===== src/ase_regs.vh =====
// Register map and codes of the axis synchronous event select block.
// Assumes word addressing on a plain strobe port, 32-bit data.
`ifndef ASE_REGS_VH
`define ASE_REGS_VH

// Axis register groups
`define ASE_XBASE 4'h0
`define ASE_YBASE 4'h4

// Offsets within an axis group
`define ASE_OFS_ENV5 2'h0
`define ASE_OFS_STS 2'h1
`define ASE_OFS_IRQSEL 2'h2
`define ASE_OFS_EVT 2'h3

// Environment five fields
`define ASE_SYO_LSB 16
`define ASE_SYO_MSB 19
`define ASE_SYI_LSB 20
`define ASE_SYI_MSB 21
`define ASE_ENV5_RST 32'h0000_0000

// Output timing selector codes
`define ASE_SYO_CMP1 4'h1
`define ASE_SYO_CMP2 4'h2
`define ASE_SYO_CMP3 4'h3
`define ASE_SYO_CMP4 4'h4
`define ASE_SYO_CMP5 4'h5
`define ASE_SYO_ACC_BEG 4'h8
`define ASE_SYO_ACC_END 4'h9
`define ASE_SYO_DEC_BEG 4'ha
`define ASE_SYO_DEC_END 4'hb

// Input selector codes
`define ASE_SYI_X 2'h0
`define ASE_SYI_Y 2'h1

// Status condition codes
`define ASE_CND_WSYNC 4'h3
`define ASE_CND_WSTOP 4'h4

// Interrupt select and event field
`define ASE_IRQ_LSB 4
`define ASE_IRQ_MSB 12
`define ASE_IRQSEL_RST 32'h0000_0000

// Start modes
`define ASE_START_NOW 2'h0
`define ASE_START_SYNC 2'h1
`define ASE_START_STOP 2'h2

`endif


===== src/ase_axis_sync_event_select.v =====
// Two-axis synchronous event selection, wait status and interrupt
// gating. Assumes comparator conditions, profile levels, busy flags
// and start requests are synchronous to clock from the axis logic.
// Register map, word address on reg_addr, axis group in bits 3:2
//    0..3  X axis group
//    4..7  Y axis group
//    8..15 unused, read as zero, writes ignored
// Registers within a group, by reg_addr bits 1:0
//    0  environment five, write only
//       bits 19:16 output timing selector
//       bits 21:20 input selector
//    1  status, read only, bits 3:0 condition code
//    2  interrupt cause select, write only, bits 12:4
//    3  sticky event flags, write one to clear, bits 12:4
// Event bit order, shared by select and flag registers
//    4  accel start        5  accel done
//    6  decel start        7  decel done
//    8..12 comparators one to five
// Start modes, two bits per axis on start_mode
//    0, 3  start at once
//    1     wait for the selected sync input
//    2     wait for the other axis to go idle
//
// Timing, counted from the edge that first sees an input change
//    sync_out pulses in the next cycle, for one cycle only
//    sticky flag sets on that edge, int_n falls a cycle later
//    start_go pulses a cycle after the request or wait end
//    read data stand only in the cycle after the read strobe
//
// Limitations
//    a level must drop before the same source fires again
//    start requests during a wait are dropped, not queued
//    input selector codes 10 and 11 leave the axis no source
//    a clearing write loses to an event in the same cycle
//
`include "ase_regs.vh"

module ase_axis_sync_event_select #(
   parameter NCMP = 5
) (
   input  wire          clock,
   input  wire          rst,
   input  wire [3:0]    reg_addr,
   input  wire [31:0]   reg_wdata,
   input  wire          reg_wr,
   input  wire          reg_rd,
   output wire [31:0]   reg_rdata,
   input  wire [9:0]    cmp_cond,
   input  wire [1:0]    accel_act,
   input  wire [1:0]    decel_act,
   input  wire [1:0]    axis_busy,
   input  wire [7:0]    axis_cnd,
   input  wire [1:0]    start_req,
   input  wire [3:0]    start_mode,
   output wire [1:0]    sync_out,
   output wire [1:0]    start_go,
   output wire          int_n
);

   // One-hot start sequencer states
   localparam [2:0] ST_IDLE  = 3'b001;
   localparam [2:0] ST_WSYNC = 3'b010;
   localparam [2:0] ST_WSTOP = 3'b100;

   localparam NEV = `ASE_IRQ_MSB - `ASE_IRQ_LSB + 1;

   // Full word addresses of the readable registers, four bits wide
   localparam [3:0] ADR_X_STS = `ASE_XBASE | {2'b00, `ASE_OFS_STS};
   localparam [3:0] ADR_X_EVT = `ASE_XBASE | {2'b00, `ASE_OFS_EVT};
   localparam [3:0] ADR_Y_STS = `ASE_YBASE | {2'b00, `ASE_OFS_STS};
   localparam [3:0] ADR_Y_EVT = `ASE_YBASE | {2'b00, `ASE_OFS_EVT};

   // Per-axis views gathered for the read mux and the interrupt
   wire [63:0]  sts_w;
   wire [63:0]  evt_w;
   wire [1:0]   pend_w;

   reg  [31:0]  rdata_r;
   reg          int_n_r;

   genvar a;
   generate
      // One copy of the selection logic per axis; the only
      // cross-axis paths are the sync source and the busy flag,
      // so both axes behave alike whatever their order
      for (a = 0; a < 2; a = a + 1) begin : ax
         localparam [3:0] AB = a ? `ASE_YBASE : `ASE_XBASE;

         reg  [31:0]     env5_r;
         reg  [31:0]     irqsel_r;
         reg  [NEV-1:0]  evt_r;
         reg  [NEV-1:0]  evt_nxt;
         reg  [NCMP-1:0] cmp_prev_r;
         reg             acc_prev_r;
         reg             dec_prev_r;
         reg             sync_r;
         reg             go_r;
         reg  [2:0]      st_r;
         reg  [2:0]      st_nxt;
         reg             go_nxt;
         reg             fire;
         reg             sync_in;
         reg  [3:0]      cnd;

         wire [NCMP-1:0] cmp_now;
         wire [NCMP-1:0] cmp_rise;
         wire            acc_beg;
         wire            acc_end;
         wire            dec_beg;
         wire            dec_end;
         wire [NEV-1:0]  ev;
         wire [3:0]      syo;
         wire [1:0]      syi;
         wire [1:0]      mode;
         wire            other_busy;
         wire            grp;

         assign grp = (reg_addr[3:2] == AB[3:2]);
         assign cmp_now = cmp_cond[a*NCMP +: NCMP];
         assign mode = start_mode[a*2 +: 2];
         assign other_busy = axis_busy[1-a];

         // Field extraction from environment five
         assign syo = env5_r[`ASE_SYO_MSB:`ASE_SYO_LSB];
         assign syi = env5_r[`ASE_SYI_MSB:`ASE_SYI_LSB];

         // Edge detectors turn levels into one-cycle events.
         // History resets low, matching the idle level of every
         // source, so no false event follows reset. Adds no
         // latency, as the live level is compared with the registered history.
         assign cmp_rise = cmp_now & ~cmp_prev_r;
         assign acc_beg = accel_act[a] & ~acc_prev_r;
         assign acc_end = ~accel_act[a] & acc_prev_r;
         assign dec_beg = decel_act[a] & ~dec_prev_r;
         assign dec_end = ~decel_act[a] & dec_prev_r;

         // Event order follows the select bits 4..12
         assign ev = {cmp_rise, dec_end, dec_beg, acc_end, acc_beg};

         // Output timing selection; only edges, so one pulse per event.
         // A held level cannot retrigger the partner axis, which
         // would otherwise start again on every cycle.
         // Unassigned codes fall to the default and stay silent.
         always @* begin
            case (syo)
               `ASE_SYO_CMP1:    fire = cmp_rise[0];
               `ASE_SYO_CMP2:    fire = cmp_rise[1];
               `ASE_SYO_CMP3:    fire = cmp_rise[2];
               `ASE_SYO_CMP4:    fire = cmp_rise[3];
               `ASE_SYO_CMP5:    fire = cmp_rise[4];
               `ASE_SYO_ACC_BEG: fire = acc_beg;
               `ASE_SYO_ACC_END: fire = acc_end;
               `ASE_SYO_DEC_BEG: fire = dec_beg;
               `ASE_SYO_DEC_END: fire = dec_end;
               default:          fire = 1'b0;
            endcase
         end

         // Source of this axis's synchronous input.
         // Taken from the registered pulses, so the start that
         // follows lands two cycles after the selected event.
         always @* begin
            case (syi)
               `ASE_SYI_X: sync_in = sync_out[0];
               `ASE_SYI_Y: sync_in = sync_out[1];
               default:    sync_in = 1'b0;
            endcase
         end

         // Start sequencer; a plain start needs no waiting.
         // A stop wait with the other axis already idle goes at
         // once rather than parking for a cycle.
         // Requests that arrive while waiting are ignored.
         always @* begin
            st_nxt = st_r;
            go_nxt = 1'b0;
            case (st_r)
               ST_IDLE: begin
                  if (start_req[a]) begin
                     case (mode)
                        `ASE_START_SYNC: st_nxt = ST_WSYNC;
                        `ASE_START_STOP: begin
                           if (other_busy) begin
                              st_nxt = ST_WSTOP;
                           end else begin
                              go_nxt = 1'b1;
                           end
                        end
                        default: go_nxt = 1'b1;
                     endcase
                  end
               end
               ST_WSYNC: begin
                  if (sync_in) begin
                     st_nxt = ST_IDLE;
                     go_nxt = 1'b1;
                  end
               end
               ST_WSTOP: begin
                  if (!other_busy) begin
                     st_nxt = ST_IDLE;
                     go_nxt = 1'b1;
                  end
               end
               default: st_nxt = ST_IDLE;
            endcase
         end

         // Wait codes override the condition reported by the axis
         always @* begin
            case (st_r)
               ST_WSYNC: cnd = `ASE_CND_WSYNC;
               ST_WSTOP: cnd = `ASE_CND_WSTOP;
               default:  cnd = axis_cnd[a*4 +: 4];
            endcase
         end

         // Sticky events: a new event beats a clearing write.
         // Losing an event is worse than one spare interrupt,
         // hence the set is applied after the clear.
         always @* begin
            evt_nxt = evt_r;
            if (reg_wr && grp && reg_addr[1:0] == `ASE_OFS_EVT) begin
               evt_nxt = evt_r &
                  ~reg_wdata[`ASE_IRQ_MSB:`ASE_IRQ_LSB];
            end
            evt_nxt = evt_nxt | ev;
         end

         // Registers, edge history and sequencer state.
         // Whole words are stored; unused bits are harmless
         // because only the defined fields are ever decoded.
         always @(posedge clock) begin
            if (rst) begin
               env5_r     <= `ASE_ENV5_RST;
               irqsel_r   <= `ASE_IRQSEL_RST;
               evt_r      <= {NEV{1'b0}};
               cmp_prev_r <= {NCMP{1'b0}};
               acc_prev_r <= 1'b0;
               dec_prev_r <= 1'b0;
               sync_r     <= 1'b0;
               go_r       <= 1'b0;
               st_r       <= ST_IDLE;
            end else begin
               if (reg_wr && grp && reg_addr[1:0] == `ASE_OFS_ENV5) begin
                  env5_r <= reg_wdata;
               end
               if (reg_wr && grp &&
                   reg_addr[1:0] == `ASE_OFS_IRQSEL) begin
                  irqsel_r <= reg_wdata;
               end
               evt_r      <= evt_nxt;
               cmp_prev_r <= cmp_now;
               acc_prev_r <= accel_act[a];
               dec_prev_r <= decel_act[a];
               sync_r     <= fire;
               go_r       <= go_nxt;
               st_r       <= st_nxt;
            end
         end

         // Outputs straight from flip-flops, one bit per axis
         assign sync_out[a] = sync_r;
         assign start_go[a] = go_r;
         assign sts_w[a*32 +: 32] = {28'h0000000, cnd};
         assign evt_w[a*32 +: 32] = {19'h00000, evt_r, 4'h0};

         // Select bits gate sticky events onto the interrupt
         assign pend_w[a] = |(evt_r &
            irqsel_r[`ASE_IRQ_MSB:`ASE_IRQ_LSB]);
      end
   endgenerate

   // Read data one cycle after the strobe; write-only registers read 0.
   // Zero outside the read cycle, so a late sample by the host
   // never shows stale data as if it were fresh.
   always @(posedge clock) begin
      if (rst) begin
         rdata_r <= 32'h0000_0000;
      end else if (reg_rd) begin
         case (reg_addr)
            ADR_X_STS:
               rdata_r <= sts_w[31:0];
            ADR_X_EVT:
               rdata_r <= evt_w[31:0];
            ADR_Y_STS:
               rdata_r <= sts_w[63:32];
            ADR_Y_EVT:
               rdata_r <= evt_w[63:32];
            default:
               rdata_r <= 32'h0000_0000;
         endcase
      end else begin
         rdata_r <= 32'h0000_0000;
      end
   end

   // Active-low level interrupt from either axis.
   // Registered so that no glitch of the gating logic can
   // reach the pin; costs one cycle of interrupt latency.
   always @(posedge clock) begin
      if (rst) begin
         int_n_r <= 1'b1;
      end else begin
         int_n_r <= ~(|pend_w);
      end
   end

   assign reg_rdata = rdata_r;
   assign int_n = int_n_r;

endmodule


===== config.mk =====
export PLATFORM = sky130hd
export DESIGN_NAME = ase_axis_sync_event_select
export DESIGN_NICKNAME = d
export VERILOG_FILES = /design/src/ase_axis_sync_event_select.v
export VERILOG_INCLUDE_DIRS = /design/src
export SDC_FILE = /design/constraint.sdc
export NUM_CORES = 1
export LEC_CHECK = 0
export BUFFER_PORTS_ARGS = -buffer_cell sky130_fd_sc_hd__buf_4
export CAP_MARGIN = 20
export CORE_MARGIN = 2
export CORE_UTILIZATION = 25
export DETAILED_ROUTE_END_ITERATION = 16
export PLACE_DENSITY_LB_ADDON = 0.05
export SLEW_MARGIN = 40
export SYNTH_ARGS = -nofsm -noshare
export SYNTH_HDL_FRONTEND = slang
export SYNTH_SLANG_ARGS = --single-unit

===== constraint.sdc =====
create_clock -name clock -period 1.7 [get_ports clock]
set_input_delay 0.34 -clock clock [delete_from_list [all_inputs] [get_ports clock]]
set_output_delay 0.34 -clock clock [all_outputs]
set_load 0.005 [all_outputs]

## After elaboration in Yosys (flattened, before gate mapping)

Cells that the tools add are included.

- Equal/unequal tests: 47
- Multiplexer cells: 31
- Bitwise operators: 29
- Reductions and logical operators: 16

Operator list:

| cell | count |
|---|---|
| $pmux 13 s4 | 1 |
| $and 9x9->9 | 4 |
| $eq 4x4->1 const B | 8 |
| $eq 4x3->1 const B | 6 |
| $mux 3 | 8 |
| $eq 4x2->1 const B | 5 |
| $mux 9 | 2 |
| $or 9x9->9 | 2 |
| $pmux 1 s9 | 2 |
| $pmux 3 s3 | 2 |
| $reduce_or 18->1 | 1 |
| $pmux 4 s2 | 2 |
| $eq 4x1->1 const B | 3 |
| $ne 2x2->1 const B | 6 |
| $pmux 3 s2 | 2 |
| $and 5x5->5 | 2 |
| $eq 2x1->1 const B | 5 |
| $not 1->1 | 10 |
| $not 5->5 | 2 |
| $reduce_and 5->1 | 2 |
| $not 9->9 | 1 |
| $and 1x1->1 | 8 |
| $eq 2x2->1 const B | 4 |
| $logic_and 1x1->1 | 8 |
| 10 further kinds | 27 |

- Flip-flop bits (word level): 145
- Bits of input ports: 70
- Word-level logic and storage cells: 143

## Longest topological paths before layout

Gate-level depths: netlist (run 1).

- Depth after elaboration: 5
- Gate-level depth with buffers: 6
- Mapped depth without buffers: 6

## Worst setup path after synthesis (run 1)

Ideal clock, no wire load.

- Path kind: input -> register
- From: input decel_act[0]
- To: register ax[0].sync_r
- Arrival: 1438 ps
- Data required time: 1613 ps
- Slack: 175 ps
- Stages: 4
- Path buffers: 0
- Cells stage by stage: nand2b_1 mux4_2 or4b_1 o31ai_1

- Word-level cells in the longest chain between the ends: 3

Ends and longest elaborated chain:

| item | line | RTL |
|---|---|---|
| from (decl) | ase_axis_sync_event_select.v:50 | `input wire [1:0] decel_act,` |
| $not 1->1 | ase_axis_sync_event_select.v:135 | `assign dec_end = ~decel_act[a] & dec_prev_r;` |
| $and 1x1->1 | ase_axis_sync_event_select.v:135 |  |
| $pmux 1 s9 * | ase_axis_sync_event_select.v:145 | `case (syo)` |
| to (signal assigned) | ase_axis_sync_event_select.v:256 | `sync_r <= fire;` |
| to (decl) | ase_axis_sync_event_select.v:96 | `reg sync_r;` |

Mark *: on every way between the ends. The rest lies on a longest branch, timed or not.
A chain may end at the register's enable or synchronous reset.

## Worst setup path after layout (run 1)

- From: register ax[0].env5_r[16]
- To: register ax[0].sync_r

- Word-level cells in the longest chain between the ends: 2

Ends and longest elaborated chain:

| item | line | RTL |
|---|---|---|
| from (decl) | ase_axis_sync_event_select.v:89 | `reg [31:0] env5_r;` |
| from (signal assigned) | ase_axis_sync_event_select.v:235 | `` env5_r <= `ASE_ENV5_RST; `` |
| from (signal assigned) | ase_axis_sync_event_select.v:246 | `env5_r <= reg_wdata;` |
| $eq 4x4->1 (tied with other cells) | ase_axis_sync_event_select.v:145 |  |
| $pmux 1 s9 * | ase_axis_sync_event_select.v:145 |  |

Marks and branches as above.

==> results_dict.tcl, run 1 <==
set metrics [dict create \
    startpoint_type "register" \
    grt_max_degree 37 \
    critical_path_required_ns 1.95 \
    dp_hpwl_um 8030 \
    grt_remaining_overflow 0 \
    portBuffers 70 \
    clockBufferDepth 2 \
    tritoncts "yes" \
    avgSynthCellArea_um2 9.37 \
    seqCellArea_mm2 0.00172 \
    clock_sinks 86 \
    ctsHoldBuffers 0 \
    ctsRootBufferMaster "clkbuf_16" \
    antenna_found_initial 0 \
    power_density_mw_per_mm2 981 \
    nets 560 \
    slew_viol_final 0 \
    slew_headroom_pct 66.0 \
    maxCapViolations 0 \
    setup_violations 0 \
    drtAntennaViolNets 0 \
    cts_made_buffers 9 \
    hold_start "cmp_cond[3]" \
    tightest_slew_ns 0.509 \
    clock.fmax_ghz 0.628 \
    startpoint "ax[0].env5_r[16]" \
    hold_class "in -> reg" \
    cellLeakagePower_uw 0.00204 \
    hold_viol 0 \
    grtUsageTotal_pct 13.8 \
    htreeDepth 3 \
    multi_input_area_mm2 0.00188 \
    totalPowerFinal_uw 4780 \
    antenna_cells 0 \
    fin_crit_ns 1.59 \
    num_vias 3043 \
    synth_area_mm2 0.00379 \
    netlist_instances 405 \
    grt_pass1_wl_um 16800 \
    cts_setup_buffers 0 \
    seq_area_frac_synth_pct 45.4 \
    die_w_um 127 \
    grt_pass1_vias 3000 \
    status "complete, no violations" \
    ys_warn_count 0 \
    yosys_most_used_dff "dfxtp_1" \
    rows 45 \
    ys_async_sr_fraction_pct 0 \
    rsz0062_at_grt "false" \
    fp.dieH_um 127 \
    syn_to_final_growth_pct 28.4 \
    detail_route.iter0.violations 138 \
    synth_edf_count 0 \
    place_inst 663 \
    arrival_ns 1.84 \
    fin_ws_ns 0.108 \
    clkTransAtPathRegs_ns 0.06 \
    die_area_mm2 0.0162 \
    fill_cells 1573 \
    drt-pass1-iter-count 4 \
    io_pins 107 \
    stdcell_count 679 \
    ys_types 51 \
    place_congestion 0.758 \
    end_kind "register" \
    wirelength_um 10600 \
    utilization_pct 32.4 \
    core_area_mm2 0.0150 \
    routedWlPerCell_um 15.6 \
    ir_worst_vdd_uv 395 \
    vias_per_cell 4.48 \
    post-route-drc-count 0 \
    r2r_start "ax[0].env5_r[16]" \
    synth-seq-cells 86 \
    crit_fanout 4 \
    worstSetupPathType "reg -> reg" \
    start_util_pct 25.2 \
    preCtsSetupSlack_ns -0.0707 \
    cts_resized 0 \
    clk_latency_ns 0.35 \
    fin_crit_sh_pct 93.7 \
    drive_gt1_share_pct 23.6 \
    skew_ns 0.0107 \
]
==> power breakdown <==
group | leakage [µW] | total, µW | switching [µW] | internal (µW)
clock | 0.000155 | 2110 | 850 | 1260
combinational | 0.00118 | 507 | 252 | 255
sequential | 0.000703 | 2160 | 63.2 | 2100
==> sequential cells by signal, summed over array words and instances, names as in the netlist <==
name	cells
ax.dec_prev_r	2
reg_rdata	13
int_n	1
ax.go_r	2
ax.acc_prev_r	2
ax.irqsel_r	18
ax.cmp_prev_r	10
ax.sync_r	2
ax.env5_r	12
ax.st_r	6
ax.evt_r	18
==> worst max-delay path, cell delays in order, from the launching register on <==
cell	delay (ns)
dfxtp_1	0.41
mux4_2	0.53
or4b_1	0.47
o31ai_1	0.08
==> metal layers <==
metal | vias to the layer above | part of all wire, % | global-route usage [%]
li1 | 1551 | - | -
met1 | 1405 | 50 | 18.4
met2 | 75 | 45 | 21.6
met3 | 12 | 4.0 | 2.81
met4 | 0 | 1.8 | 5.82
met5 | - | 0 | 0
==> logic make-up (layout without fill, tap and decap cells) <==
family	after synthesis	after routing	synth area share, %
muxes	36	36	10.2
other	1	19	0.0988
buffers and inverters	44	112	6.79
adders and majority gates	4	4	1.32
AOI/OAI and AO/OA	92	92	15.5
and+or+nand+nor	142	142	20.8
DFF	86	86	45.4
==> cells in the mapped netlist (6+ instances only) <==
cell,number,area (µm²)
dfxtp_1,86,1720
nor2_1,52,195
mux2i_1,34,340
a21oi_1,29,145
nand2b_1,25,156
buf_4,23,173
o21ai_0,23,115
nor2b_1,17,106
nand2_1,16,60.1
a22oi_1,14,105
clkbuf_1,10,37.5
nor3b_1,7,52.6
a21o_1,6,45.0
==> cells in the final DEF (no fill, tap or decap), types with 2 or more instances in the layout <==
cell / n
buf_4: 90
dfxtp_1: 86
nor2_1: 52
mux2i_1: 34
a21oi_1: 29
nand2b_1: 25
o21ai_0: 23
conb_1: 19
nor2b_1: 17
nand2_1: 16
a22oi_1: 14
clkbuf_16: 9
nor3b_1: 7
a21o_1: 6
inv_1: 5
nand3_1: 5
a221oi_1: 4
ha_1: 4
clkbuf_8: 3
mux4_2: 2
a22o_1: 2
nand4_1: 2
o21bai_1: 2
nand4bb_1: 2
nor4bb_1: 2
or4b_1: 2
o32a_1: 2
==> through the flow <==
stage	area (µm²)	hold slack (ns)	TNS, ns
final	4870	0.213	0
after global routing	4870	0.223	0
after CTS	4870	0.201	0
after detailed placement	4550	0.485	-0.0707
after global placement	4550	0.478	-0.0283
after floorplan	3860	0.430	0
==> cell type report <==
type	instances	share of cell area (%)
multi-input cells	293	38.6
clock inverters	4	1.05
inverters	5	0.385
clock buffers	12	5.47
flip-flops and latches	86	35.3
repair buffers	91	14.3
well taps	188	4.83
==> path summary, 6_finish.rpt <==
path	slack, ns	cells after the start	to
max	0.11	3	ax[0].sync_r
min reg2reg	0.49	2	ax[1].evt_r[3]
min	0.21	2	ax[0].cmp_prev_r[3]
max reg2reg	0.11	3	ax[0].sync_r
No activity file was read; power rests on OpenSTA's default activity.
==> inputs of run 2 (changes only) <==
Settings changed: ABC_AREA from default to 1.
==> results_dict.tcl, run 2 <==
set metrics [dict create \
    switching_share_pct 27.2 \
    power_density_mw_per_mm2 1060 \
    synth_xor_xnor_area_share_pct 0 \
    fin_crit_ns 1.21 \
    worstSetupPathType "reg -> reg" \
    grt.busiest_layer "met2" \
    io_pins 107 \
    tns_ns 0 \
    dp_hpwl_um 8310 \
    yosysTopAreaCell "dfxtp_1" \
    placed_cell_area_mm2 0.00467 \
    p_switching_uw 1450 \
    clock.fmax_ghz 0.825 \
    portBuffers 70 \
    netlist_top_cells_area "dfxtp_1 (43%), nand2_1 (12%), nor2_1 (10%)" \
    end_kind "register" \
    nets 726 \
    synth_compound_area_share_pct 10.7 \
    routedWlPerCell_um 12.4 \
    synth-seq-cells 86 \
    seq_power_share_pct 42.4 \
    hold_viol 0 \
    p_comb_share_pct 15.8 \
    totalPowerFinal_uw 5310 \
    maxCapViolations 0 \
    grt_use_met2_pct 20.6 \
    avgSynthCellArea_um2 6.83 \
    layout_commonest_cell "nand2_1" \
    seq_area_frac_synth_pct 43.4 \
    setup_violations 0 \
    clkTransAtPathRegs_ns 0.06 \
    place_congestion 0.774 \
    synth_area_mm2 0.00397 \
    ys_async_sr_fraction_pct 0 \
    ctsHoldBuffers 0 \
    detail_route.iter0.violations 163 \
    post-route-drc-count 0 \
    core_area_mm2 0.0157 \
    clkPwrFrac_pct 41.8 \
    grt_max_degree 33 \
    ys_types 26 \
    clock_sinks 86 \
    ys_warn_count 0 \
    rows 46 \
    cts_resized 0 \
    tritoncts "yes" \
    antenna_cells 0 \
    fin_crit_sh_pct 71.3 \
    synth_simple_gate_area_share_pct 31.4 \
    drt-pass1-iter-count 6 \
    vias_per_cell 4.14 \
    grtUsageTotal_pct 13.3 \
    grt_pass1_wl_um 17100 \
    synth.most_common_cell "nand2_1" \
    htreeDepth 3 \
    utilization_pct 31.8 \
    synthTopCellsByCount "nand2_1 (130), nor2_1 (108), dfxtp_1 (86)" \
    fin_ws_ns 0.488 \
    synth_top_family_by_area "simple AND/OR/NAND/NOR gates" \
    antenna_found_initial 0 \
    synth_fa_ha_area_share_pct 1.26 \
    netlist_instances 581 \
    stdcell_area_mm2 0.00500 \
    met1_usage_pct 18.2 \
    clk_latency_ns 0.34 \
    ir_worst_vdd_uv 452 \
    cts_setup_buffers 0 \
    mostFrequentLayoutCells "nand2_1 (130), nor2_1 (108), dfxtp_1 (86)" \
    crit_fanout 4 \
    power.internal_uw 3870 \
    slew_viol_final 0 \
    critical_path_required_ns 1.94 \
    status "complete, no violations" \
    ctsRootBufferMaster "clkbuf_16" \
    clockBufferDepth 2 \
    grt_pass1_vias 3298 \
    grt_remaining_overflow 0 \
    synth_edf_count 0 \
    yosys_most_used_dff "dfxtp_1" \
    arrival_ns 1.45 \
    startpoint_type "register" \
    muxShareOfSynthArea_pct 0 \
    start_util_pct 25.2 \
    wirelength_um 10800 \
    syn_to_final_growth_pct 26.1 \
    cellLeakagePower_uw 0.00231 \
    die_area_mm2 0.0169 \
    drive_gt1_share_pct 16.9 \
    cts_made_buffers 9 \
    fp.dieH_um 130 \
    num_vias 3614 \
    die_w_um 130 \
    hold_class "in -> reg" \
    preCtsSetupSlack_ns 0.242 \
    drtAntennaViolNets 0 \
    rsz0062_at_grt "false" \
    skew_ns 0.00570 \
    synth_top_area_share_pct 43.4 \
    grtUsageMet3_pct 2.62 \
]
run 2: cell families after synthesis:
logic type | count (synthesis)
simple gates | 297
buf+inv | 109
flops | 86
compound gates | 84
fa+ha+maj | 4
other cells | 1
run 2: layer usage:
layer  vias to the layer above  routed length [µm]
met5                         -                   0
met4                         0                 197
met3                        13                 622
met2                        86                4780
met1                      1595                5230
li1                       1920                   -
run 2: cell type report:
class | count | area (µm²)
Tap cell | 216 | 270
Inverter | 73 | 274
Clock buffer | 12 | 256
Clock inverter | 4 | 77.6
Sequential cell | 86 | 1720
Timing Repair Buffer | 78 | 611
Multi-Input combinational cell | 404 | 1790
Fill cell | 1739 | 10700
run 2: final timing paths:
path | cells past startpoint | startpoint | to | slack, ns
min reg2reg | 1 | ax[1].env5_r[19] | ax[1].sync_r | 0.46
max | 8 | ax[0].st_r[2] | ax[0].st_r[2] | 0.49
min | 3 | cmp_cond[2] | ax[0].cmp_prev_r[2] | 0.21
max reg2reg | 8 | ax[0].st_r[2] | ax[0].st_r[2] | 0.49
run 2: power groups by stage:
stage | Sequential (µW) | Combinational [µW] | Clock (µW)
final | 2250 | 839 | 2220
after detailed placement | 2300 | 845 | 0
after global placement | 2300 | 842 | 0
after floorplan | 2270 | 611 | 0
after global routing | 2270 | 972 | 2380
after CTS | 2250 | 849 | 2290
run 2: critical path: stages (launching register included):
cell and delay, ns:
dfxtp_1 0.34, inv_1 0.09, nand2_1 0.05, nor2_1 0.21, nand2_1 0.14, nand2_1 0.10, nor2_1 0.05, nor2_1 0.08
nor2_1 0.05
run 2: stage by stage:
stage	hold slack, ns	cells
2_1_floorplan	0.422	599
3_3_place_gp	0.462	857
3_5_place_dp	0.464	857
4_1_cts	0.193	873
5_1_grt	0.198	873
6_report	0.206	873
